`src/hdl/hcp_regs.svh`:
```
// Register offsets, field constants, reset values and pipeline constants of the cursor position block
`ifndef HCP_REGS_SVH
`define HCP_REGS_SVH

`define HCP_OFS_CTRL       4'h0
`define HCP_OFS_CUR_XL     4'h1
`define HCP_OFS_CUR_XH     4'h2
`define HCP_OFS_CUR_YL     4'h3
`define HCP_OFS_CUR_YH     4'h4
`define HCP_OFS_WIN_XL     4'h5
`define HCP_OFS_WIN_XH     4'h6
`define HCP_OFS_WIN_YL     4'h7
`define HCP_OFS_WIN_YH     4'h8

`define HCP_HI_MASK        8'h0F
`define HCP_RST_BYTE       8'h00
`define HCP_RST_COORD      12'h000
`define HCP_RST_REF        13'h0000

`define HCP_CUR_P_1TO1     13'h0025
`define HCP_CUR_P_4TO1     13'h0034
`define HCP_CUR_P_5TO1     13'h0039
`define HCP_WIN_P_1TO1     13'h0005
`define HCP_WIN_P_4TO1     13'h0014
`define HCP_WIN_P_5TO1     13'h0019
`define HCP_CUR_V_OFS      13'h0020
`define HCP_BOX_HALF       13'h0020
`define HCP_NEG_TOP        6'h3F

`endif

```
`src/hdl/hcp_pkg.sv`:
```
// Types shared by the cursor position block
package hcp_pkg;

  typedef enum logic [1:0] {
    HCP_MUX_1TO1,
    HCP_MUX_4TO1,
    HCP_MUX_5TO1
  } hcp_mux_type;

  typedef struct packed {
    logic       pattern_plane1_show;
    logic       pattern_plane0_show;
    logic       hair_plane1_show;
    logic       hair_plane0_show;
    logic       combine_format;
    logic [1:0] hair_thickness;
    logic       cursor_blink_on;
  } hcp_ctrl_type;

  typedef struct packed {
    logic [11:0] x;
    logic [11:0] y;
  } hcp_coord_type;

  typedef struct packed {
    logic [12:0] x;
    logic [12:0] y;
  } hcp_ref_type;

  typedef struct packed {
    logic [1:0] pattern_show;
    logic       hair_show;
    logic       combine_or;
    logic [2:0] hair_width;
  } hcp_view_type;

endpackage

```
`src/hdl/hcp_cursor_ctrl.sv`:
```
// Cursor command, cursor position and cross-hair window position registers
//
// Contract
// - Eight-bit command register, read and written anytime
// - Bits 7,6 enable pattern cursor planes
// - Bits 5,4 enable identical cross-hair planes
// - Bit 3 selects XOR or OR combining
// - Bits 2:1 give thickness 1,3,5,7
// - Bit 0 blinks every displayed cursor
// - Cursor coordinate is pattern centre, hair crossing
// - Cursor moves at retrace after vertical-high write
// - Cursor coordinates 12 bits, high nibble reads zero
// - Horizontal cursor reference adds 37, 52, 57
// - Horizontal cursor accepts 000 through FFF
// - Vertical cursor reference adds back 32
// - Vertical cursor FC0..FFF are negative
// - Window coordinate is cross-hair window corner
// - Window moves at retrace after vertical-high write
// - Window coordinates 12 bits, high nibble reads zero
// - Horizontal window reference adds 5, 20, 25
// - Vertical window reference adds nothing
//
// Chosen here: the placing of the registers and strobed register access.
`timescale 1ns/1ns
`include "hcp_regs.svh"
module hcp_cursor_ctrl
  import hcp_pkg::*;
#(
  parameter int ADDR_W = 4
) (
  // Clock and reset
  input  wire logic          clock,
  input  wire logic          rst_n,
  // Register port
  input  wire logic [ADDR_W-1:0] reg_addr,
  input  wire logic [7:0]    reg_wdata,
  input  wire logic          reg_wr,
  input  wire logic          reg_rd,
  output logic [7:0]         reg_rdata,
  // Video timing
  input  wire logic          vsync_n_pin,
  input  wire hcp_mux_type   mux_mode,
  input  wire logic          blink_phase,
  // Cursor state toward the pixel pipeline
  output hcp_view_type       view,
  output hcp_coord_type      cursor_pos,
  output hcp_coord_type      window_pos,
  output hcp_ref_type        cursor_ref,
  output hcp_ref_type        window_ref,
  output hcp_ref_type        cursor_box,
  output logic [1:0]         update_pending
);

  hcp_ctrl_type  ctrl_ff;
  hcp_coord_type cur_hold_ff;
  hcp_coord_type win_hold_ff;
  logic          cur_pend_ff;
  logic          win_pend_ff;
  logic          retrace;
  logic [7:0]    nxt_rdata;
  logic          blink_ok;
  hcp_ref_type   nxt_cursor_ref;
  hcp_ref_type   nxt_window_ref;

  ////////////////////////////////////////////////////////////////////////
  // Decoding helpers

  function automatic logic hit(input logic [ADDR_W-1:0] a, input logic [3:0] ofs);
    hit = (a == ADDR_W'(ofs));
  endfunction

  function automatic logic [12:0] pipe_const(input hcp_mux_type m, input logic is_win);
    if (m == HCP_MUX_4TO1) begin
      pipe_const = is_win ? `HCP_WIN_P_4TO1 : `HCP_CUR_P_4TO1;
    end else if (m == HCP_MUX_5TO1) begin
      pipe_const = is_win ? `HCP_WIN_P_5TO1 : `HCP_CUR_P_5TO1;
    end else begin
      pipe_const = is_win ? `HCP_WIN_P_1TO1 : `HCP_CUR_P_1TO1;
    end
  endfunction

  // Top codes of the vertical cursor stand for rows above the screen
  function automatic logic [12:0] vert_signed(input logic [11:0] v);
    vert_signed = {(v[11:6] == `HCP_NEG_TOP), v};
  endfunction

  ////////////////////////////////////////////////////////////////////////
  // Retrace detection

  hcp_retrace_det u_retrace (
    .clock         (clock),
    .rst_n         (rst_n),
    .vsync_n_pin   (vsync_n_pin),
    .retrace_pulse (retrace)
  );

  ////////////////////////////////////////////////////////////////////////
  // Command register

  always_ff @(posedge clock) begin
    if (!rst_n) begin
      ctrl_ff <= hcp_ctrl_type'(`HCP_RST_BYTE);
    end else if (reg_wr && hit(reg_addr, `HCP_OFS_CTRL)) begin
      ctrl_ff <= hcp_ctrl_type'(reg_wdata);
    end
  end

  ////////////////////////////////////////////////////////////////////////
  // Holding registers

  always_ff @(posedge clock) begin
    if (!rst_n) begin
      cur_hold_ff <= {`HCP_RST_COORD, `HCP_RST_COORD};
    end else if (reg_wr) begin
      if (hit(reg_addr, `HCP_OFS_CUR_XL)) begin
        cur_hold_ff.x[7:0] <= reg_wdata;
      end else if (hit(reg_addr, `HCP_OFS_CUR_XH)) begin
        cur_hold_ff.x[11:8] <= reg_wdata[3:0];
      end else if (hit(reg_addr, `HCP_OFS_CUR_YL)) begin
        cur_hold_ff.y[7:0] <= reg_wdata;
      end else if (hit(reg_addr, `HCP_OFS_CUR_YH)) begin
        cur_hold_ff.y[11:8] <= reg_wdata[3:0];
      end
    end
  end

  always_ff @(posedge clock) begin
    if (!rst_n) begin
      win_hold_ff <= {`HCP_RST_COORD, `HCP_RST_COORD};
    end else if (reg_wr) begin
      if (hit(reg_addr, `HCP_OFS_WIN_XL)) begin
        win_hold_ff.x[7:0] <= reg_wdata;
      end else if (hit(reg_addr, `HCP_OFS_WIN_XH)) begin
        win_hold_ff.x[11:8] <= reg_wdata[3:0];
      end else if (hit(reg_addr, `HCP_OFS_WIN_YL)) begin
        win_hold_ff.y[7:0] <= reg_wdata;
      end else if (hit(reg_addr, `HCP_OFS_WIN_YH)) begin
        win_hold_ff.y[11:8] <= reg_wdata[3:0];
      end
    end
  end

  ////////////////////////////////////////////////////////////////////////
  // Deferred update: a vertical-high write arms, retrace transfers

  always_ff @(posedge clock) begin
    if (!rst_n) begin
      cur_pend_ff <= 1'b0;
    end else if (reg_wr && hit(reg_addr, `HCP_OFS_CUR_YH)) begin
      cur_pend_ff <= 1'b1;
    end else if (retrace) begin
      cur_pend_ff <= 1'b0;
    end
  end

  always_ff @(posedge clock) begin
    if (!rst_n) begin
      win_pend_ff <= 1'b0;
    end else if (reg_wr && hit(reg_addr, `HCP_OFS_WIN_YH)) begin
      win_pend_ff <= 1'b1;
    end else if (retrace) begin
      win_pend_ff <= 1'b0;
    end
  end

  always_ff @(posedge clock) begin
    if (!rst_n) begin
      cursor_pos <= {`HCP_RST_COORD, `HCP_RST_COORD};
    end else if (retrace && cur_pend_ff) begin
      cursor_pos <= cur_hold_ff;
    end
  end

  always_ff @(posedge clock) begin
    if (!rst_n) begin
      window_pos <= {`HCP_RST_COORD, `HCP_RST_COORD};
    end else if (retrace && win_pend_ff) begin
      window_pos <= win_hold_ff;
    end
  end

  always_ff @(posedge clock) begin
    if (!rst_n) begin
      update_pending <= 2'h0;
    end else begin
      update_pending <= {win_pend_ff, cur_pend_ff};
    end
  end

  ////////////////////////////////////////////////////////////////////////
  // Position references against the sync-relative pixel and line counts

  always_comb begin
    nxt_cursor_ref.x = {1'b0, cursor_pos.x} + pipe_const(mux_mode, 1'b0);
    nxt_cursor_ref.y = vert_signed(cursor_pos.y) + `HCP_CUR_V_OFS;
    nxt_window_ref.x = {1'b0, window_pos.x} + pipe_const(mux_mode, 1'b1);
    nxt_window_ref.y = {1'b0, window_pos.y};
  end

  always_ff @(posedge clock) begin
    if (!rst_n) begin
      cursor_ref <= {`HCP_RST_REF, `HCP_RST_REF};
      window_ref <= {`HCP_RST_REF, `HCP_RST_REF};
    end else begin
      cursor_ref <= nxt_cursor_ref;
      window_ref <= nxt_window_ref;
    end
  end

  // Upper-left corner of the 64x64 pattern box centred on the cursor
  always_ff @(posedge clock) begin
    if (!rst_n) begin
      cursor_box <= {`HCP_RST_REF, `HCP_RST_REF};
    end else begin
      cursor_box.x <= nxt_cursor_ref.x - `HCP_BOX_HALF;
      cursor_box.y <= nxt_cursor_ref.y - `HCP_BOX_HALF;
    end
  end

  ////////////////////////////////////////////////////////////////////////
  // Display controls

  assign blink_ok = ~ctrl_ff.cursor_blink_on | blink_phase;

  always_ff @(posedge clock) begin
    if (!rst_n) begin
      view <= hcp_view_type'(7'h00);
    end else begin
      view.pattern_show <= {ctrl_ff.pattern_plane1_show, ctrl_ff.pattern_plane0_show} & {2{blink_ok}};
      view.hair_show    <= (ctrl_ff.hair_plane1_show | ctrl_ff.hair_plane0_show) & blink_ok;
      view.combine_or   <= ctrl_ff.combine_format;
      view.hair_width   <= {ctrl_ff.hair_thickness, 1'b1};
    end
  end

  ////////////////////////////////////////////////////////////////////////
  // Read port; holding values read back, high nibbles read zero

  always_comb begin
    nxt_rdata = `HCP_RST_BYTE;
    if (reg_rd) begin
      if (hit(reg_addr, `HCP_OFS_CTRL)) begin
        nxt_rdata = ctrl_ff;
      end else if (hit(reg_addr, `HCP_OFS_CUR_XL)) begin
        nxt_rdata = cur_hold_ff.x[7:0];
      end else if (hit(reg_addr, `HCP_OFS_CUR_XH)) begin
        nxt_rdata = {4'h0, cur_hold_ff.x[11:8]};
      end else if (hit(reg_addr, `HCP_OFS_CUR_YL)) begin
        nxt_rdata = cur_hold_ff.y[7:0];
      end else if (hit(reg_addr, `HCP_OFS_CUR_YH)) begin
        nxt_rdata = {4'h0, cur_hold_ff.y[11:8]};
      end else if (hit(reg_addr, `HCP_OFS_WIN_XL)) begin
        nxt_rdata = win_hold_ff.x[7:0];
      end else if (hit(reg_addr, `HCP_OFS_WIN_XH)) begin
        nxt_rdata = {4'h0, win_hold_ff.x[11:8]};
      end else if (hit(reg_addr, `HCP_OFS_WIN_YL)) begin
        nxt_rdata = win_hold_ff.y[7:0];
      end else if (hit(reg_addr, `HCP_OFS_WIN_YH)) begin
        nxt_rdata = {4'h0, win_hold_ff.y[11:8]};
      end
    end
  end

  always_ff @(posedge clock) begin
    if (!rst_n) begin
      reg_rdata <= `HCP_RST_BYTE;
    end else begin
      reg_rdata <= nxt_rdata;
    end
  end
endmodule

```
`src/hdl/hcp_retrace_det.sv`:
```
// Vertical sync pin synchroniser and retrace start detector
`timescale 1ns/1ns
module hcp_retrace_det (
  // Clock and reset
  input  wire logic clock,
  input  wire logic rst_n,
  // Sync pin, active low
  input  wire logic vsync_n_pin,
  // One-cycle pulse at the start of vertical retrace
  output logic      retrace_pulse
);

  logic sync1_ff;
  logic sync2_ff;
  logic last_ff;

  ////////////////////////////////////////////////////////////////////////
  always_ff @(posedge clock) begin
    if (!rst_n) begin
      sync1_ff <= 1'b1;
      sync2_ff <= 1'b1;
    end else begin
      sync1_ff <= vsync_n_pin;
      sync2_ff <= sync1_ff;
    end
  end

  always_ff @(posedge clock) begin
    if (!rst_n) begin
      last_ff <= 1'b1;
    end else begin
      last_ff <= sync2_ff;
    end
  end

  // Falling edge of the synchronised sync marks retrace
  always_ff @(posedge clock) begin
    if (!rst_n) begin
      retrace_pulse <= 1'b0;
    end else begin
      retrace_pulse <= last_ff & ~sync2_ff;
    end
  end

endmodule

```
`config.mk`:
```
export PLATFORM = sky130hd
export DESIGN_NAME = hcp_cursor_ctrl
export DESIGN_NICKNAME = d
export VERILOG_FILES = /design/src/hdl/hcp_pkg.sv /design/src/hdl/hcp_cursor_ctrl.sv /design/src/hdl/hcp_retrace_det.sv
export VERILOG_INCLUDE_DIRS = /design/src /design/src/hdl
export SDC_FILE = /design/constraint.sdc
export NUM_CORES = 1
export LEC_CHECK = 0
export ABC_AREA = 1
export BUFFER_PORTS_ARGS = -buffer_cell sky130_fd_sc_hd__buf_2
export CAP_MARGIN = 20
export CORE_MARGIN = 5
export CORE_UTILIZATION = 30
export DETAILED_ROUTE_END_ITERATION = 7
export PLACE_DENSITY = 0.59
export SYNTH_ARGS = -nofsm -noshare
export SYNTH_HDL_FRONTEND = slang
export SYNTH_SLANG_ARGS = --single-unit
```
`constraint.sdc`:
```
create_clock -name clock -period 2.6 [get_ports clock]
set_input_delay 0.52 -clock clock [delete_from_list [all_inputs] [get_ports clock]]
set_output_delay 0.52 -clock clock [all_outputs]
set_load 0.05 [all_outputs]
```
# --- After elaboration in Yosys (flattened, before gate mapping) ---
# Cells that the tools add are included.
word_totals:
  register_bits: 205
  latchBits: 0
  ramBits: 0
  rom_bits: 0
  in_bits: 20
  output_inout_bits: 143
  wordCells: 102
  memories: 0
op_classes:
  addsub: 5
  multipliers: 0
  div_mod_pow: 0
  magnitude_cmp: 0
  eq_ne: 11
  shift: 0
  n_mux: 17
  n_bitwise: 13
  n_reduce_logical: 17
op_table:
  columns: ["cell", "count"]
  rows:
  - ["$mux W8", 8]
  - ["$add A12 B13 Y13", 2]
  - ["$sub A13 B6 Y13 const B", 2]
  - ["$mux W5", 4]
  - ["$eq A4 B3 Y1 const B", 4]
  - ["$add A13 B6 Y13 const B", 1]
  - ["$reduce_and A5 Y1", 2]
  - ["$eq A4 B2 Y1 const B", 2]
  - ["$not A1 Y1", 8]
  - ["$reduce_and A4 Y1", 2]
  - ["$eq A6 B6 Y1 const B", 1]
  - ["$reduce_and A2 Y1", 3]
  - ["$reduce_and A3 Y1", 2]
  - ["$logic_and A1 B1 Y1", 5]
  - ["$eq A4 B1 Y1 const B", 1]
  - ["$eq A4 B4 Y1 const B", 1]
  - ["$logic_not A4 Y1", 1]
  - ["$mux W1", 4]
  - ["$mux W4", 1]
  - ["$reduce_bool A2 Y1", 2]
  - ["$and A1 B1 Y1", 2]
  - ["$and A2 B2 Y2", 1]
  - ["$eq A2 B1 Y1 const B", 1]
  - ["$eq A2 B2 Y1 const B", 1]
  - ["$or A1 B1 Y1", 2]

# --- Logic depth before layout (Yosys ltp) ---
# Gate-level depths: netlist of run 1.
logic_depth:
  ltp_word: 10
  depth_mapped: 19
  ltp_nobuf: 19

# --- By module ---
# Synthesis of run 1 repeated with hierarchy kept, for this count alone.
unflattened:
  hier_cells: 976
  hier_area_um2: 7634.8
modules_own_cells:
  columns: ["module", "instances", "cells_per_inst", "area_per_inst_um2"]
  rows:
  - ["hcp_cursor_ctrl", 1, 964, 7519.7]
  - ["hcp_retrace_det", 1, 12, 115.1]

# --- Worst setup path before layout of run 1 ---
# OpenSTA, ideal clock, no wires.
synth_path:
  path_type: "input-to-reg"
  start: "input port mux_mode[0]"
  end: "register cursor_box[20] in the netlist's numbering"
  setup_ns: 0.071
  t_arrival_ns: 2.332
  path_slack_ns: 0.198
  cell_stages: 14
  path_cell_list: "inv_1 -> ha_1 -> inv_2 -> ha_1 -> nand3_1 -> nand2_2 -> nand3_1 -> nand3_2 -> inv_1 -> nand2_1 -> nand2_1 -> ha_1 -> or2_1 -> a21oi_1"
synth_via:
  elab_chain_len: 5
synth_lines:
  columns: ["item", "line_no", "source"]
  rows:
  - ["from (decl)", "hcp_cursor_ctrl.sv:42", "input wire hcp_mux_type mux_mode,"]
  - ["$eq A2 B2 Y1", "hcp_cursor_ctrl.sv:75", "end else if (m == HCP_MUX_5TO1) begin"]
  - ["$mux W5", "hcp_cursor_ctrl.sv:75", null]
  - ["$mux W5 *", "hcp_cursor_ctrl.sv:73", "if (m == HCP_MUX_4TO1) begin"]
  - ["$add A12 B13 Y13 *", "hcp_cursor_ctrl.sv:194", "nxt_cursor_ref.x = {1'b0, cursor_pos.x} + pipe_const(mux_mode, 1'b0);"]
  - ["$sub A13 B6 Y13 (no source line) *", null, null]
  - ["to (signal assigned)", "hcp_cursor_ctrl.sv:213", "cursor_box <= {`HCP_RST_REF, `HCP_RST_REF};"]
  - ["to (decl)", "hcp_cursor_ctrl.sv:50", "output hcp_ref_type cursor_box,"]
# Every way passes the cells marked *; elsewhere a longest branch is shown, timed or not.
# A chain may end at the register's enable or synchronous reset.

# --- Worst setup path in the final report of run 1 ---
layout_path:
  start: "input port mux_mode[0]"
  end: "register cursor_box[22] in the netlist's numbering"
# Same word-level chain as after synthesis.

==> out/results.tsv, run 1 <==
metric	value	unit
gp_congestion	0.880	
synthCells	963	
dp_hpwl	15600	um
n_antenna_cell	0	
synth_edf_count	0	
clkSlewWorstSetupHoldPaths	80	ps
post_cts.repair.setup_buffers	0	
wl_per_cell	14.8	um
syn_nets	996	
layout-drive-gt1-share	0.233	
synth.distinct_cells	42	
synth_area	0.00768	mm2
vias	6593	
htreeDepth	4	
fp.dieH	170	um
drc_errors	0	
max_freq	467	MHz
hold-worst-slack	294	ps
postSynthAreaPerCell	7.97	um2
grt_first_pass_wirelength	33700	um
leakage	0.00426	uW
start_util	0.305	
period_minus_slack	2140	ps
synth_top_area_share	0.506	
antenna_found_initial	1	
drt_pass1_iterations	5	
ios	163	
routed_via_density	4.61	
fin_util	0.365	
final.setup.tns	0	ps
syn_to_final_growth	19.8	%
powerDensity	641	mW/mm2
yosysTopAreaCell	dfxtp_1	
ys_top_cells_by_area	dfxtp_1, a21oi_1, nand2_1, o21ai_0, inv_1	
die_x	170	um
synth_common_cells	dfxtp_1, nand2_1, a21oi_1, inv_1, o21ai_0	
post-route-period-util	0.823	
grt.overflow.total	0	
cts.sinks	194	
cts-hold-fix-buffers	0	
die_area	0.0289	mm2
port-buffer-count	161	
final_cells	1430	
worst_pin_slew	599	ps
outcome	finished clean	
critical_path_class	in2reg	
power	5900	uW
grt_start_max_net_pins	81	
ant_nets	0	
cp-start-kind	input port	
layout.nets	1120	
cts_root_buffer	clkbuf_16	
finalHoldViolCount	0	
tritoncts	yes	
drtIter0Drc	474	
cp_max_fo	6	
synthFlopType	dfxtp_1	
core-area	0.0252	mm2
yosys.cell_count.top_type	dfxtp_1	
fin_skew	9.97	ps
synth-seq-cells	194	
arrival	2430	ps
async_reset_ff_frac	0	
ys_warn_count	0	
min_path_type	in2reg	
rows	58	
finalWirelength	21200	um
clk_latency	440	ps
ir_drop	486	uV
post-place-cells	1398	
drv_slew	0	
grt_usage	0.146	
cap_violations	0	
crit_path_end_kind	flop	
rsz0062_at_grt	no	
numCtsBuffers	17	
grt_pass1_vias	6320	
required	2890	ps
cts.repair.resized	0	
clock_path_buffers	2	
finalSetupViolations	0	
synth-seq-area-share	0.506	
relSlewSlack	0.598	
## final cells by class
cell class	count	area (um2)
repair buffers	175	926
multi-input cells	584	2970
well taps	330	413
fillers	2635	16000
flip-flops and latches	194	3880
clock buffers	17	425
inverters	115	437
clock inverters	15	139
## critical path: stages
cell	delay (ps)
buf_2	90
inv_1	50
ha_1	260
inv_1	50
ha_1	360
nand3_1	90
nand2_1	90
inv_1	70
nand3_2	80
inv_1	60
nor2_1	150
ha_1	250
nand2_1	90
o21bai_1	120
a21oi_1	80
## where the power goes
group	leakage (uW)	switching [uW]	internal [uW]	total [uW]
sequential	0.00157	16.6	3000	3020
clock	0.000272	1270	1280	2550
combinational	0.00242	249	79.8	329
## worst paths after layout
kind	from	endpoint	slack [ps]	cells past startpoint
max	mux_mode[0]	cursor_box[22]$_SDFF_PN0_	460	15
min	vsync_n_pin	u_retrace.sync1_ff$_SDFF_PN1_	290	2
max reg2reg	cursor_pos[14]$_SDFFE_PN0P_	cursor_box[22]$_SDFF_PN0_	610	11
min reg2reg	u_retrace.last_ff$_SDFF_PN1_	u_retrace.retrace_pulse$_SDFF_PN0_	410	2
## stage by stage
step | setup WS (ps) | instance area (um2)
after floorplan | 198 | 7680
after global placement | 49.4 | 8630
after CTS | 470 | 9200
final | 460 | 9200
after detailed placement | 9.99 | 8630
after global routing | 243 | 9200
## registers in the layout, indices dropped and copies added, names as in the netlist, 2 cells and up
name	cells
cursor_box	16
window_pos	24
win_hold_ff	24
cursor_ref	26
reg_rdata	8
ctrl_ff	8
update_pending	2
window_ref	25
cursor_pos	24
view	7
cur_hold_ff	24
## logic make-up after synthesis
family                     share of synthesized area
AOI/OAI and AO/OA                              0.163
xor gates and xnor gates                     0.00668
adders and majority gates                     0.0212
buffers and inverters                          0.107
DFF                                            0.506
other                                       0.000488
and+or+nand+nor                                0.195
## placed cells by master (no fill, tap or decap), types with 6 or more instances in the layout
cell type	n
dfxtp_1	194
clkbuf_16	17
nand2_2	19
buf_4	14
nand3_1	49
o221ai_1	6
a21oi_1	117
nand4_1	8
o21ai_0	89
inv_1	110
inv_8	6
ha_1	13
nand2_1	145
nor2_1	82
buf_2	160
## routing by layer
layer  up-vias  part of all wire  GRT usage
li1       3354                 -          -
met1      3035              0.47      0.191
met2       168              0.44      0.231
met3        34             0.060     0.0409
met4         2             0.023     0.0507
met5         -           0.00061          0
No activity file was read; power rests on OpenSTA's default activity.
==> run 2, diff against run 1 <==
==> constraint.sdc (replaced) <==
create_clock -name clock -period 2.06 [get_ports clock]
set_input_delay 0.412 -clock clock [delete_from_list [all_inputs] [get_ports clock]]
set_output_delay 0.412 -clock clock [all_outputs]
set_load 0.05 [all_outputs]
==> run 2 against run 1 <==
Compared with the run above: sequential share of layout area down 1.6 points; flip-flop and latch count unchanged; final cell count up 1.8%; clock skew up 5.2 ps; critical path depth up 1; setup slack worse by 320 ps; routed wire length about the same; clock-buffer cell count up 4; register-to-register slack worse by 390 ps; die area unchanged; global-route usage up 0.16 points; via count up 0.97%.
==> out/results.tsv, run 2 (synthesized netlist as in run 1, its figures left out) <==
metric	value	unit	change
drtIter0Drc	448		-5.5%
clock_path_buffers	2		unchanged
drv_slew	0		unchanged
period_minus_slack	1920	ps	
outcome	finished clean		
fp.dieH	170	um	unchanged
grt.overflow.total	0		unchanged
antenna_found_initial	0		-1
hold-worst-slack	167	ps	-126 ps
drc_errors	0		unchanged
core-area	0.0252	mm2	unchanged
grt_pass1_vias	6356		+0.57%
cts-hold-fix-buffers	0		unchanged
wl_per_cell	14.5	um	-1.8%
final_common_cell	dfxtp_1		
ant_nets	0		unchanged
cts_root_buffer	clkbuf_16		
grt_usage	0.147		+0.00162
top_register	cursor_ref		
cp-start-kind	input port		
max_freq	522	MHz	
layout_setup_ws	144	ps	-317 ps
rr_startpoint	cursor_pos[16]$_SDFFE_PN0P_		
largest_reg_flops	26		unchanged
start_util	0.305		unchanged
arrival	2230	ps	-200 ps
htreeDepth	4		unchanged
die_x	170	um	unchanged
worst_pin_slew	561	ps	-37.9 ps
port-buffer-count	161		unchanged
syn_to_final_growth	24.6	%	
finalSetupViolations	0		unchanged
ios	163		unchanged
critical_path_class	in2reg		
drt_pass1_iterations	5		unchanged
layout.nets	1147		+2.4%
cp_max_fo	6		unchanged
ir_drop	410	uV	-16%
mostFrequentLayoutCells	dfxtp_1, buf_2, nand2_1		
rsz0062_at_grt	no		
cts.sinks	194		unchanged
layout-drive-gt1-share	0.262		+0.0293
n_antenna_cell	0		unchanged
numCtsBuffers	17		unchanged
nFillCells	2594		-1.6%
critPathCapture	cursor_box[22]$_SDFF_PN0_		
required	2380	ps	-510 ps
reg2reg_depth	12		+1
vias	6657		+0.97%
die_area	0.0289	mm2	unchanged
r2r_slack	220	ps	-390 ps
gp_congestion	0.863		-1.9%
relSlewSlack	0.625		+0.0270
clk_latency	440	ps	about the same
post-route-period-util	0.930		
grt_first_pass_wirelength	34000	um	+0.90%
cap_violations	0		unchanged
top_regs	cursor_ref (26), window_ref (25)		
finalWirelength	21200	um	about the same
crit_path_start	mux_mode[0]		
hold_depth	2		unchanged
grt_start_max_net_pins	78		-3.7%
dp_hpwl	15900	um	+1.9%
routed_via_density	4.57		-0.83%
crit_path_end_kind	flop		
finalHoldViolCount	0		unchanged
min_path_type	in2reg		
power	7740	uW	+31%
dp_slack	-330	ps	-340 ps
reg2reg_to	cursor_box[22]$_SDFF_PN0_		
clkSlewWorstSetupHoldPaths	70	ps	about the same
tritoncts	yes		
rows	58		unchanged
leakage	0.00443	uW	+3.8%
fin_skew	15.1	ps	+5.17 ps
powerDensity	809	mW/mm2	+26%
==> run 2: cell count changes in the layout (fill, tap and decap cells not counted), moves of 3 or more <==
cell / change
inv_6: -4
ha_4: +5
buf_4: +26
ha_1: -5
bufinv_16: +4
inv_1: -4
inv_8: -6
clkbuf_1: +3
==> run 2: routing by layer <==
layer	GRT usage	up-vias	part of all wire
li1	-	3393	-
met2	0.230	179	0.45
met5	0	-	0
met1	0.199	3049	0.47
met3	0.0362	36	0.056
met4	0.0521	0	0.020
==> run 2: critical path, cell delays in order <==
cell and delay, ps:
buf_2 180, inv_12 40, ha_4 250, inv_2 50, ha_4 260, nand3_1 80
nand2_1 80, inv_2 90, nand3_2 80, inv_2 100, nand2_1 60, nand2_2 90
ha_4 150, nand2_1 60, o21bai_1 140, a21oi_1 90
==> run 2: stage by stage <==
step	setup TNS (ps)	util	area [um2]	std cells
global route	0	0.380	9570	1456
finish	0	0.380	9570	1456
floorplan	0	-	7790	963
detailed placement	-2800	0.356	8960	1425
CTS	0	0.380	9570	1456
global placement	-2110	0.356	8960	1425
==> run 2: cell type report <==
class,instances,area [um2],share of cell area
clock buffers,21,450,0.0471
clock inverters,10,159,0.0166
inverters,115,452,0.0472
multi-input cells,584,3070,0.321
flip-flops and latches,194,3880,0.406
well taps,330,413,0.0431
repair buffers,202,1140,0.119
==> run 2: worst min-delay path by stage <==
stage	start	to	slack (ps)
2_1_floorplan	u_retrace.last_ff$_SDFF_PN1_	u_retrace.retrace_pulse$_SDFF_PN0_	390
3_3_place_gp	u_retrace.last_ff$_SDFF_PN1_	u_retrace.retrace_pulse$_SDFF_PN0_	400
3_5_place_dp	u_retrace.last_ff$_SDFF_PN1_	u_retrace.retrace_pulse$_SDFF_PN0_	400
4_1_cts	vsync_n_pin	u_retrace.sync1_ff$_SDFF_PN1_	150
5_1_grt	vsync_n_pin	u_retrace.sync1_ff$_SDFF_PN1_	150
6_report	vsync_n_pin	u_retrace.sync1_ff$_SDFF_PN1_	170
==> run 2: where the power goes <==
part,total [uW],switching (uW),internal [uW]
clock,3480,1420,2060
sequential,3810,19.5,3790
combinational,449,326,123
total,7740,1770,5970
==> run 2: what timing repair did <==
action	CTS	global route
buffers inserted	0	0
gates resized for setup	0	1
setup endpoints to repair	0	3
